<file path="config.mk">
export PLATFORM = sky130hd
export DESIGN_NAME = orf_record
export DESIGN_NICKNAME = d
export VERILOG_FILES = /design/src/orf_pkg.sv /design/src/orf_skid.sv /design/src/orf_record.sv
export SDC_FILE = /design/constraint.sdc
export NUM_CORES = 1
export LEC_CHECK = 0
export BUFFER_PORTS_ARGS = -buffer_cell sky130_fd_sc_hd__buf_2
export CAP_MARGIN = 40
export CORE_MARGIN = 3
export CORE_UTILIZATION = 52
export CTS_CLUSTER_SIZE = 20
export DETAILED_ROUTE_END_ITERATION = 10
export GPL_ROUTABILITY_DRIVEN = 0
export PLACE_DENSITY = 0.71
export SLEW_MARGIN = 20
export SYNTH_ARGS = -nofsm -noshare
export SYNTH_HDL_FRONTEND = slang
export SYNTH_SLANG_ARGS = --single-unit
</file>
<file path="constraint.sdc">
create_clock -name sys_clk -period 6.8 [get_ports sys_clk]
set_input_delay 0.68 -clock sys_clk [delete_from_list [all_inputs] [get_ports sys_clk]]
set_output_delay 0.68 -clock sys_clk [all_outputs]
set_load 0.01 [all_outputs]
</file>
<file path="src/orf_pkg.sv">
// Purpose: constants for the power calibration record formatter
// Assumes: one drive clock, byte-wide sector stream
// Notes: What this block does
package orf_pkg;
  localparam int REC_BYTES = 2048;
  localparam int SLOT_BYTES = 128;
  localparam int NUM_SLOTS = 4;
  localparam logic [6:0] OFS_WS1 = 7'h40;
  localparam logic [6:0] OFS_WS1_END = 7'h43;
  localparam logic [6:0] OFS_PWR = 7'h44;
  localparam logic [6:0] OFS_PCA = 7'h50;
  localparam logic [6:0] OFS_PCA_END = 7'h53;
  localparam logic [6:0] OFS_RUN_END = 7'h6B;
  localparam logic [6:0] OFS_WS5 = 7'h6C;
  localparam logic [6:0] OFS_WS5_END = 7'h71;
  localparam logic [6:0] OFS_RDS_HI = 7'h72;
  localparam logic [6:0] OFS_RDS_LO = 7'h73;
  localparam logic [7:0] DISC_INCREMENTAL = 8'h02;
  // AHB register byte addresses
  localparam logic [7:0] A_CTRL = 8'h00;
  localparam logic [7:0] A_STATUS = 8'h04;
  localparam logic [7:0] A_SLOT_SEL = 8'h08;
  localparam logic [7:0] A_WS1 = 8'h0C;
  localparam logic [7:0] A_WS5_LO = 8'h10;
  localparam logic [7:0] A_WS5_HI = 8'h14;
  localparam logic [7:0] A_PCA = 8'h18;
  localparam logic [7:0] A_RDS = 8'h1C;
  localparam logic [7:0] A_P_WS1 = 8'h20;
  localparam logic [7:0] A_P_WS5_LO = 8'h24;
  localparam logic [7:0] A_P_WS5_HI = 8'h28;
  localparam logic [7:0] A_P_PCA = 8'h2C;
  localparam logic [7:0] A_P_RDS = 8'h30;
  localparam logic [7:0] A_DISC = 8'h34;
  localparam logic [7:0] A_P_SLOTS = 8'h38;
  localparam int CTRL_BUILD = 0;
  localparam int CTRL_PARSE = 1;
  typedef enum logic [1:0] {ORF_IDLE = 2'b00, ORF_BUILD = 2'b01, ORF_PARSE = 2'b11} orf_state_e;
endpackage

</file>
<file path="src/orf_skid.sv">
`timescale 1ns/1ps
// Purpose: two-entry valid/ready buffer
// Assumes: single clock
// Notes: full throughput, no word lost on stall
module orf_skid #(
  parameter int W = 8
) (
  // clock and reset
  input  wire logic         sys_clk,
  input  wire logic         nrst,
  // fill side
  input  wire logic         in_valid,
  output logic              in_ready,
  input  wire logic [W-1:0] in_data,
  // drain side
  output logic              out_valid,
  input  wire logic         out_ready,
  output logic [W-1:0]      out_data
);
  logic [W-1:0] mem_reg [2];
  logic         rd_reg;
  logic         wr_reg;
  logic [1:0]   cnt_reg;
  logic         push;
  logic         pop;

  // handshake terms
  assign push      = in_valid && (cnt_reg != 2'd2);
  assign pop       = out_ready && (cnt_reg != 2'd0);
  assign in_ready  = (cnt_reg != 2'd2);
  assign out_valid = (cnt_reg != 2'd0);
  assign out_data  = mem_reg[rd_reg];

  // storage
  always_ff @(posedge sys_clk) begin
    if (push) begin
      mem_reg[wr_reg] <= in_data;
    end
  end

  // pointers and count
  always_ff @(posedge sys_clk or negedge nrst) begin
    if (!nrst) begin
      rd_reg  <= 1'b0;
      wr_reg  <= 1'b0;
      cnt_reg <= 2'd0;
    end else begin
      if (push) begin
        wr_reg <= ~wr_reg;
      end
      if (pop) begin
        rd_reg <= ~rd_reg;
      end
      cnt_reg <= cnt_reg + {1'b0, push} - {1'b0, pop};
    end
  end
endmodule

</file>
<file path="src/orf_record.sv">
`timescale 1ns/1ps
// Purpose: build and parse the 2048-byte power calibration record
// Assumes: AHB-Lite single word transfers, byte stream with valid/ready
// Notes: build streams the record out; parse captures fields of a chosen slot
module orf_record
  import orf_pkg::*;
#(
  parameter int ADDR_W = 11
) (
  // clock and reset
  input  wire logic        sys_clk,
  input  wire logic        nrst,
  // ahb-lite slave
  input  wire logic        hsel,
  input  wire logic [31:0] haddr,
  input  wire logic [1:0]  htrans,
  input  wire logic        hwrite,
  input  wire logic [2:0]  hsize,
  input  wire logic [31:0] hwdata,
  input  wire logic        hready,
  output logic             hreadyout,
  output logic             hresp,
  output logic [31:0]      hrdata,
  // outgoing sector byte stream
  output logic             tx_valid,
  input  wire logic        tx_ready,
  output logic [7:0]       tx_data,
  output logic             tx_last,
  // incoming sector byte stream
  input  wire logic        rx_valid,
  output logic             rx_ready,
  input  wire logic [7:0]  rx_data,
  // status
  output logic             busy
);
  orf_state_e     state_reg;
  logic [ADDR_W-1:0] pos_reg;
  logic [1:0]     slot_sel_reg;
  logic [3:0]     slot_used_reg;
  logic [31:0]    ws1_reg;
  logic [47:0]    ws5_reg;
  logic [31:0]    pca_reg;
  logic [15:0]    rds_reg;
  logic [7:0]     disc_reg;
  logic [31:0]    p_ws1_reg;
  logic [47:0]    p_ws5_reg;
  logic [31:0]    p_pca_reg;
  logic [15:0]    p_rds_reg;
  logic [3:0]     p_slots_reg;
  logic           done_reg;
  logic           ap_wr_reg;
  logic [7:0]     ap_addr_reg;
  logic [31:0]    rd_next;
  logic [7:0]     byte_next;
  logic [6:0]     rel;
  logic [1:0]     slot;
  logic           in_slots;
  logic [2:0]     boff;
  logic           b_valid;
  logic           b_ready;
  logic           b_fire;
  logic           rx_fire;
  logic           rds_ok;

  // position in record split into slot and relative byte
  assign rel      = pos_reg[6:0];
  assign slot     = pos_reg[8:7];
  assign in_slots = (pos_reg < ADDR_W'(SLOT_BYTES * NUM_SLOTS));
  assign b_valid  = (state_reg == ORF_BUILD);
  assign b_fire   = b_valid && b_ready;
  assign rx_fire  = (state_reg == ORF_PARSE) && rx_valid;
  assign rx_ready = (state_reg == ORF_PARSE);
  // state word is meaningful only in incremental mode
  assign rds_ok   = (disc_reg == DISC_INCREMENTAL);

  // byte generator for build; unused regions yield zero
  always_comb begin
    byte_next = 8'h00;
    boff      = 3'd0;
    if (in_slots && slot_used_reg[slot]) begin
      if (rel >= OFS_WS1 && rel <= OFS_WS1_END) begin
        boff      = 3'(rel - OFS_WS1);
        byte_next = ws1_reg[8*(3-boff[1:0]) +: 8];
      end else if (rel >= OFS_PCA && rel <= OFS_PCA_END) begin
        boff      = 3'(rel - OFS_PCA);
        byte_next = pca_reg[8*(3-boff[1:0]) +: 8];
      end else if (rel >= OFS_WS5 && rel <= OFS_WS5_END) begin
        boff      = 3'(rel - OFS_WS5);
        byte_next = ws5_reg[8*(5-boff) +: 8];
      end else if (rel == OFS_RDS_HI && rds_ok) begin
        byte_next = rds_reg[15:8];
      end else if (rel == OFS_RDS_LO && rds_ok) begin
        byte_next = {rds_reg[7:1], 1'b0};
      end
      // id, serial, model, power, time stamp, running info stay zero
    end
  end

  // output buffer on the sector stream
  orf_skid #(.W(9)) u_txbuf (
    .sys_clk   (sys_clk),
    .nrst      (nrst),
    .in_valid  (b_valid),
    .in_ready  (b_ready),
    .in_data   ({(pos_reg == ADDR_W'(REC_BYTES - 1)), byte_next}),
    .out_valid (tx_valid),
    .out_ready (tx_ready),
    .out_data  ({tx_last, tx_data})
  );

  // sequencer: one 2048-byte pass per build or parse
  always_ff @(posedge sys_clk or negedge nrst) begin
    if (!nrst) begin
      state_reg <= ORF_IDLE;
      pos_reg   <= '0;
      done_reg  <= 1'b0;
    end else begin
      case (state_reg)
        ORF_IDLE: begin
          pos_reg <= '0;
          if (ap_wr_reg && ap_addr_reg == A_CTRL) begin
            if (hwdata[CTRL_BUILD]) begin
              state_reg <= ORF_BUILD;
              done_reg  <= 1'b0;
            end else if (hwdata[CTRL_PARSE]) begin
              state_reg <= ORF_PARSE;
              done_reg  <= 1'b0;
            end
          end
        end
        ORF_BUILD: begin
          if (b_fire) begin
            pos_reg <= pos_reg + 1'b1;
            if (pos_reg == ADDR_W'(REC_BYTES - 1)) begin
              state_reg <= ORF_IDLE;
              done_reg  <= 1'b1;
            end
          end
        end
        ORF_PARSE: begin
          if (rx_fire) begin
            pos_reg <= pos_reg + 1'b1;
            if (pos_reg == ADDR_W'(REC_BYTES - 1)) begin
              state_reg <= ORF_IDLE;
              done_reg  <= 1'b1;
            end
          end
        end
        default: state_reg <= ORF_IDLE;
      endcase
    end
  end

  // parse capture of the selected slot's fields
  always_ff @(posedge sys_clk or negedge nrst) begin
    if (!nrst) begin
      p_ws1_reg   <= '0;
      p_ws5_reg   <= '0;
      p_pca_reg   <= '0;
      p_rds_reg   <= '0;
      p_slots_reg <= '0;
    end else if (rx_fire) begin
      if (pos_reg == '0) begin
        p_slots_reg <= '0;
      end
      // a slot counts as present when the first byte of its WS1 field is nonzero
      if (in_slots && rel == OFS_WS1 && rx_data != 8'h00) begin
        p_slots_reg[slot] <= 1'b1;
      end
      if (in_slots && slot == slot_sel_reg) begin
        if (rel >= OFS_WS1 && rel <= OFS_WS1_END) begin
          p_ws1_reg <= {p_ws1_reg[23:0], rx_data};
        end
        if (rel >= OFS_PCA && rel <= OFS_PCA_END) begin
          p_pca_reg <= {p_pca_reg[23:0], rx_data};
        end
        if (rel >= OFS_WS5 && rel <= OFS_WS5_END) begin
          p_ws5_reg <= {p_ws5_reg[39:0], rx_data};
        end
        if (rel == OFS_RDS_HI) begin
          p_rds_reg[15:8] <= rx_data;
        end
        if (rel == OFS_RDS_LO) begin
          p_rds_reg[7:0] <= {rx_data[7:1], 1'b0};
        end
      end
    end
  end

  // ahb address phase capture for writes; reads are answered at the address edge
  always_ff @(posedge sys_clk or negedge nrst) begin
    if (!nrst) begin
      ap_wr_reg   <= 1'b0;
      ap_addr_reg <= '0;
    end else if (hready) begin
      ap_wr_reg   <= hsel && htrans[1] && hwrite;
      ap_addr_reg <= haddr[7:0];
    end
  end

  // writable configuration
  always_ff @(posedge sys_clk or negedge nrst) begin
    if (!nrst) begin
      slot_sel_reg  <= '0;
      slot_used_reg <= 4'h1;
      ws1_reg       <= '0;
      ws5_reg       <= '0;
      pca_reg       <= '0;
      rds_reg       <= '0;
      disc_reg      <= '0;
    end else if (ap_wr_reg) begin
      case (ap_addr_reg)
        A_SLOT_SEL: begin
          slot_sel_reg  <= hwdata[1:0];
          slot_used_reg <= hwdata[11:8];
        end
        A_WS1:    ws1_reg        <= hwdata;
        A_WS5_LO: ws5_reg[31:0]  <= hwdata;
        A_WS5_HI: ws5_reg[47:32] <= hwdata[15:0];
        A_PCA:    pca_reg        <= hwdata;
        A_RDS:    rds_reg        <= {hwdata[15:1], 1'b0};
        A_DISC:   disc_reg       <= hwdata[7:0];
        default:  disc_reg       <= disc_reg;
      endcase
    end
  end

  // read mux on the address phase, so the word stands through the data phase
  // a read right behind a write to the same register still sees the old value
  always_comb begin
    rd_next = 32'h0000_0000;
    case (haddr[7:0])
      A_STATUS:   rd_next = {29'h0, done_reg, state_reg};
      A_SLOT_SEL: rd_next = {20'h0, slot_used_reg, 6'h0, slot_sel_reg};
      A_WS1:      rd_next = ws1_reg;
      A_WS5_LO:   rd_next = ws5_reg[31:0];
      A_WS5_HI:   rd_next = {16'h0, ws5_reg[47:32]};
      A_PCA:      rd_next = pca_reg;
      A_RDS:      rd_next = {16'h0, rds_reg};
      A_P_WS1:    rd_next = p_ws1_reg;
      A_P_WS5_LO: rd_next = p_ws5_reg[31:0];
      A_P_WS5_HI: rd_next = {16'h0, p_ws5_reg[47:32]};
      A_P_PCA:    rd_next = p_pca_reg;
      // zero state word is invalid: flag bit 16
      A_P_RDS:    rd_next = {15'h0, (p_rds_reg != 16'h0), p_rds_reg};
      A_DISC:     rd_next = {24'h0, disc_reg};
      A_P_SLOTS:  rd_next = {27'h0, (p_pca_reg != 32'h0), p_slots_reg};
      default:    rd_next = 32'h0000_0000;
    endcase
  end

  // registered bus outputs
  always_ff @(posedge sys_clk or negedge nrst) begin
    if (!nrst) begin
      hrdata    <= '0;
      hreadyout <= 1'b1;
      hresp     <= 1'b0;
      busy      <= 1'b0;
    end else begin
      hreadyout <= 1'b1;
      hresp     <= 1'b0;
      busy      <= (state_reg != ORF_IDLE);
      if (hready && hsel && htrans[1] && !hwrite) begin
        hrdata <= rd_next;
      end
    end
  end
endmodule

</file>
==> summary.txt <==
combined global-route utilization of all metal layers - 28.4%
portion of the post-synthesis area used by sequential elements - 52.1%
ANT nets after route - 0
Synth Cell Area - 0.0170 mm^2
number of remaining DRC errors - 0
warnings from Yosys - 0
leak pwr - 8.57 nW
asr flop ratio synth - 94.9%
per-cell routed wire length - 27.2 um
CP Launch Type - register
maximum number of pins on one net before global-route repair - 156
kind of path behind the tightest hold check - in2async
overall power - 4.87 mW
IO Port Bufs - 99
net count after synthesis - 1383
post-cts sizing count - 0
aggregate negative setup slack - 0 ns
core region area - 0.0319 mm^2
data required time of the critical path - 7.19 ns
cell with the most instances on the worst path - sky130_fd_sc_hd__buf_4
origin of the critical flop-to-flop path - pos_reg[0]
FF-to-FF End - p_pca_reg[17]
Hold Worst Slack - 0.152 ns
Chip Width - 187 um
# fillers - 2607
Starting Density - 53.2%
CP Data Arrival Time - 3.91 ns
flip-flop and latch area - 0.00885 mm^2
register-to-register path setup slack - 3.27 ns
r2r worst-path depth - 7
Nets - 1464
highest attainable clock frequency - 283 MHz
die span in y - 187 um
Cell Pwr Density - 256 mW/mm^2
Max transition margin - 39.8%
Post-CTS Setup Inserts - 0
register bit total from synthesis - 350
number of DRC markers after the initial detailed-route iteration - 1445
ratio of cells with drive above 1 in the final layout - 38.7%
final antenna diode count - 0
Worst setup EP type - register
ratio of final minimum period to clock period - 51.9%
number of search-and-repair iterations in the first detailed-routing pass - 5
run status - finished, final reports clean
clock latency at the later pin of the worst-skew pair - 0.54 ns
max incr delay on CP - 0.56 ns
# Max-Cap Violations - 0
row count - 65
CP max-delay cell - sky130_fd_sc_hd__nand4_1
total die area - 0.0348 mm^2
number of buffers added to fix hold violations after cts - 0
TritonCTS buffer count - 38
global-route wire length before repair - 76500 um
worst clock skew - 0.0401 ns
CTS clk-pin slew, worst paths - 0.06 ns
Post-synth top flop - sky130_fd_sc_hd__dfrtp_1
WL final - 49800 um
instance count of the mapped netlist - 1288
mean area per synthesized cell - 13.2 um^2
final setup fails - 0
Vias - 12051
multi-input gate area in the final layout - 0.00764 mm^2
Crit Path Class - reg2reg
RSZ-0062 raised after global routing - false
Final Critical Period - 3.53 ns
critical-path maximum fanout - 39
mean number of vias per cell - 6.58
count of final hold-check violations - 0
transition at the pin with the smallest max-transition slack - 0.902 ns
Clock Sink Count - 350
total congestion overflow after global routing - 0
number of enable-type register cells in the synthesized netlist - 18
maximum level of the CTS H-tree - 2
number of distinct library cells after synthesis - 78
Detailed Place HPWL - 34900 um
vias in the first global route - 12204
TritonCTS clock tree - done
Root Buffer Master - sky130_fd_sc_hd__clkbuf_16
clock buffer depth - 3
maximum vdd ir drop - 0.161 mV
series of cell instances along the critical path - buf_4, ha_1, nand3b_1, nand4_1, nor2_2, buf_4, mux2_2
P&R area growth vs syn - 12.3%
Slew Limit Fails - 0
count of boundary I/O pins - 130
antenna violations before repair - 0
-- routing by layer --
| metal | global-route usage, % | part of all wire (%) | vias to the layer above |
|---|---|---|---|
| met4 | 10.3 | 4.2 | 0 |
| li1 | - | - | 5085 |
| met2 | 43.5 | 45 | 623 |
| met5 | 0 | 0 | - |
| met3 | 5.65 | 9.0 | 129 |
| met1 | 40.5 | 42 | 6214 |
-- worst max-delay path, delay by kind of cell, from the launching register on --
| kind | cells | cell delay (ns) |
|---|---|---|
| adders and majority gates | 1 | 0.55 |
| buffers and inverters | 2 | 0.93 |
| DFF | 1 | 0.34 |
| muxes | 1 | 0.40 |
| and+or+nand+nor | 3 | 1.07 |
-- cells in the mapped netlist, types with 4 or more instances --
master,number,share of area [%]
sky130_fd_sc_hd__nor4_1,16,0.59
sky130_fd_sc_hd__nor2_1,26,0.58
sky130_fd_sc_hd__and2_1,7,0.26
sky130_fd_sc_hd__o21ai_1,5,0.15
sky130_fd_sc_hd__buf_1,5,0.11
sky130_fd_sc_hd__a32o_1,5,0.29
sky130_fd_sc_hd__a22o_1,25,1.3
sky130_fd_sc_hd__xnor2_1,10,0.52
sky130_fd_sc_hd__inv_1,13,0.29
sky130_fd_sc_hd__clkbuf_1,25,0.55
sky130_fd_sc_hd__o2bb2ai_1,7,0.36
sky130_fd_sc_hd__nand4_1,12,0.44
sky130_fd_sc_hd__a21oi_1,19,0.56
sky130_fd_sc_hd__nand3b_1,6,0.27
sky130_fd_sc_hd__a222oi_1,18,1.1
sky130_fd_sc_hd__nand3_1,22,0.65
sky130_fd_sc_hd__ha_1,11,0.81
sky130_fd_sc_hd__a21o_1,21,0.93
sky130_fd_sc_hd__buf_4,17,0.75
sky130_fd_sc_hd__mux4_2,29,3.8
sky130_fd_sc_hd__edfxtp_1,18,3.2
sky130_fd_sc_hd__a2bb2oi_1,4,0.21
sky130_fd_sc_hd__nor3_1,11,0.32
sky130_fd_sc_hd__nor3b_1,5,0.22
sky130_fd_sc_hd__and3_1,7,0.26
sky130_fd_sc_hd__o22ai_1,6,0.22
sky130_fd_sc_hd__nand2_1,62,1.4
sky130_fd_sc_hd__a221o_1,5,0.29
sky130_fd_sc_hd__buf_2,40,1.2
sky130_fd_sc_hd__a32oi_1,5,0.26
sky130_fd_sc_hd__nor2b_1,16,0.59
sky130_fd_sc_hd__a22oi_1,50,2.2
sky130_fd_sc_hd__nor2_2,4,0.15
sky130_fd_sc_hd__a31oi_1,17,0.63
sky130_fd_sc_hd__o21ai_0,20,0.59
sky130_fd_sc_hd__a211oi_1,6,0.27
sky130_fd_sc_hd__mux2i_1,14,0.83
sky130_fd_sc_hd__xor2_1,5,0.26
sky130_fd_sc_hd__dfrtp_1,331,49
sky130_fd_sc_hd__mux2_2,304,20
-- cell type report --
class	count	area share [%]
multi-input combinational	837	40.1
timing repair buffer	129	4.22
clock buffer	58	5.81
tap	435	2.86
inverter	13	0.256
clock inverter	10	0.302
sequential	350	46.5
-- cell usage in the layout, fill, tap and decap left out, drive strengths merged, types with 9 or more instances in the layout --
| cell | n |
|---|---|
| a31oi | 17 |
| o21ai | 25 |
| a22oi | 50 |
| xnor2 | 10 |
| dfrtp | 331 |
| nand4 | 12 |
| a21o | 21 |
| nor2b | 16 |
| inv | 14 |
| mux2 | 306 |
| nand2 | 62 |
| clkinv | 9 |
| a22o | 25 |
| a222oi | 18 |
| edfxtp | 18 |
| mux2i | 14 |
| nor2 | 31 |
| ha | 11 |
| buf | 129 |
| nor4 | 19 |
| nand3 | 23 |
| clkbuf | 58 |
| mux4 | 29 |
| a21oi | 19 |
| nor3 | 14 |
-- metrics by stage --
stage / cell area, um^2 / worst slack, ns / cells / util [%]
floorplan: 17000 / 3.83 / 1288 / -
global placement: 17800 / 3.09 / 1758 / 55.8
detailed placement: 17900 / 3.04 / 1763 / 56.1
CTS: 19000 / 3.30 / 1831 / 59.7
global route: 19100 / 3.19 / 1832 / 59.8
finish: 19100 / 3.27 / 1832 / 59.8
-- how the worst max path moves through the flow --
stage | cells after the start | to | slack (ns) | start
2_1_floorplan | 9 | u_txbuf.mem_reg[0][2] | 3.83 | pos_reg[1]
3_3_place_gp | 6 | hrdata[18] | 3.09 | haddr[4]
3_5_place_dp | 6 | hrdata[18] | 3.04 | haddr[4]
4_1_cts | 7 | p_pca_reg[17] | 3.30 | pos_reg[0]
5_1_grt | 7 | p_pca_reg[17] | 3.19 | pos_reg[0]
6_report | 7 | p_pca_reg[17] | 3.27 | pos_reg[0]
-- report_power, final --
group / internal, mW / total (mW) / switching [mW]
clock: 1.12 / 1.95 / 0.830
sequential: 2.19 / 2.26 / 0.0746
combinational: 0.293 / 0.657 / 0.364
-- logic make-up after synthesis --
family	share of synthesized area (%)
compound gates	10.5
flops	52.1
mux	25.0
buf+inv	2.95
fa+ha+maj	0.811
xor+xnor	0.774
simple gates	7.80
other cells	0.0443
Note: power is estimated with default switching activity, not from simulation.
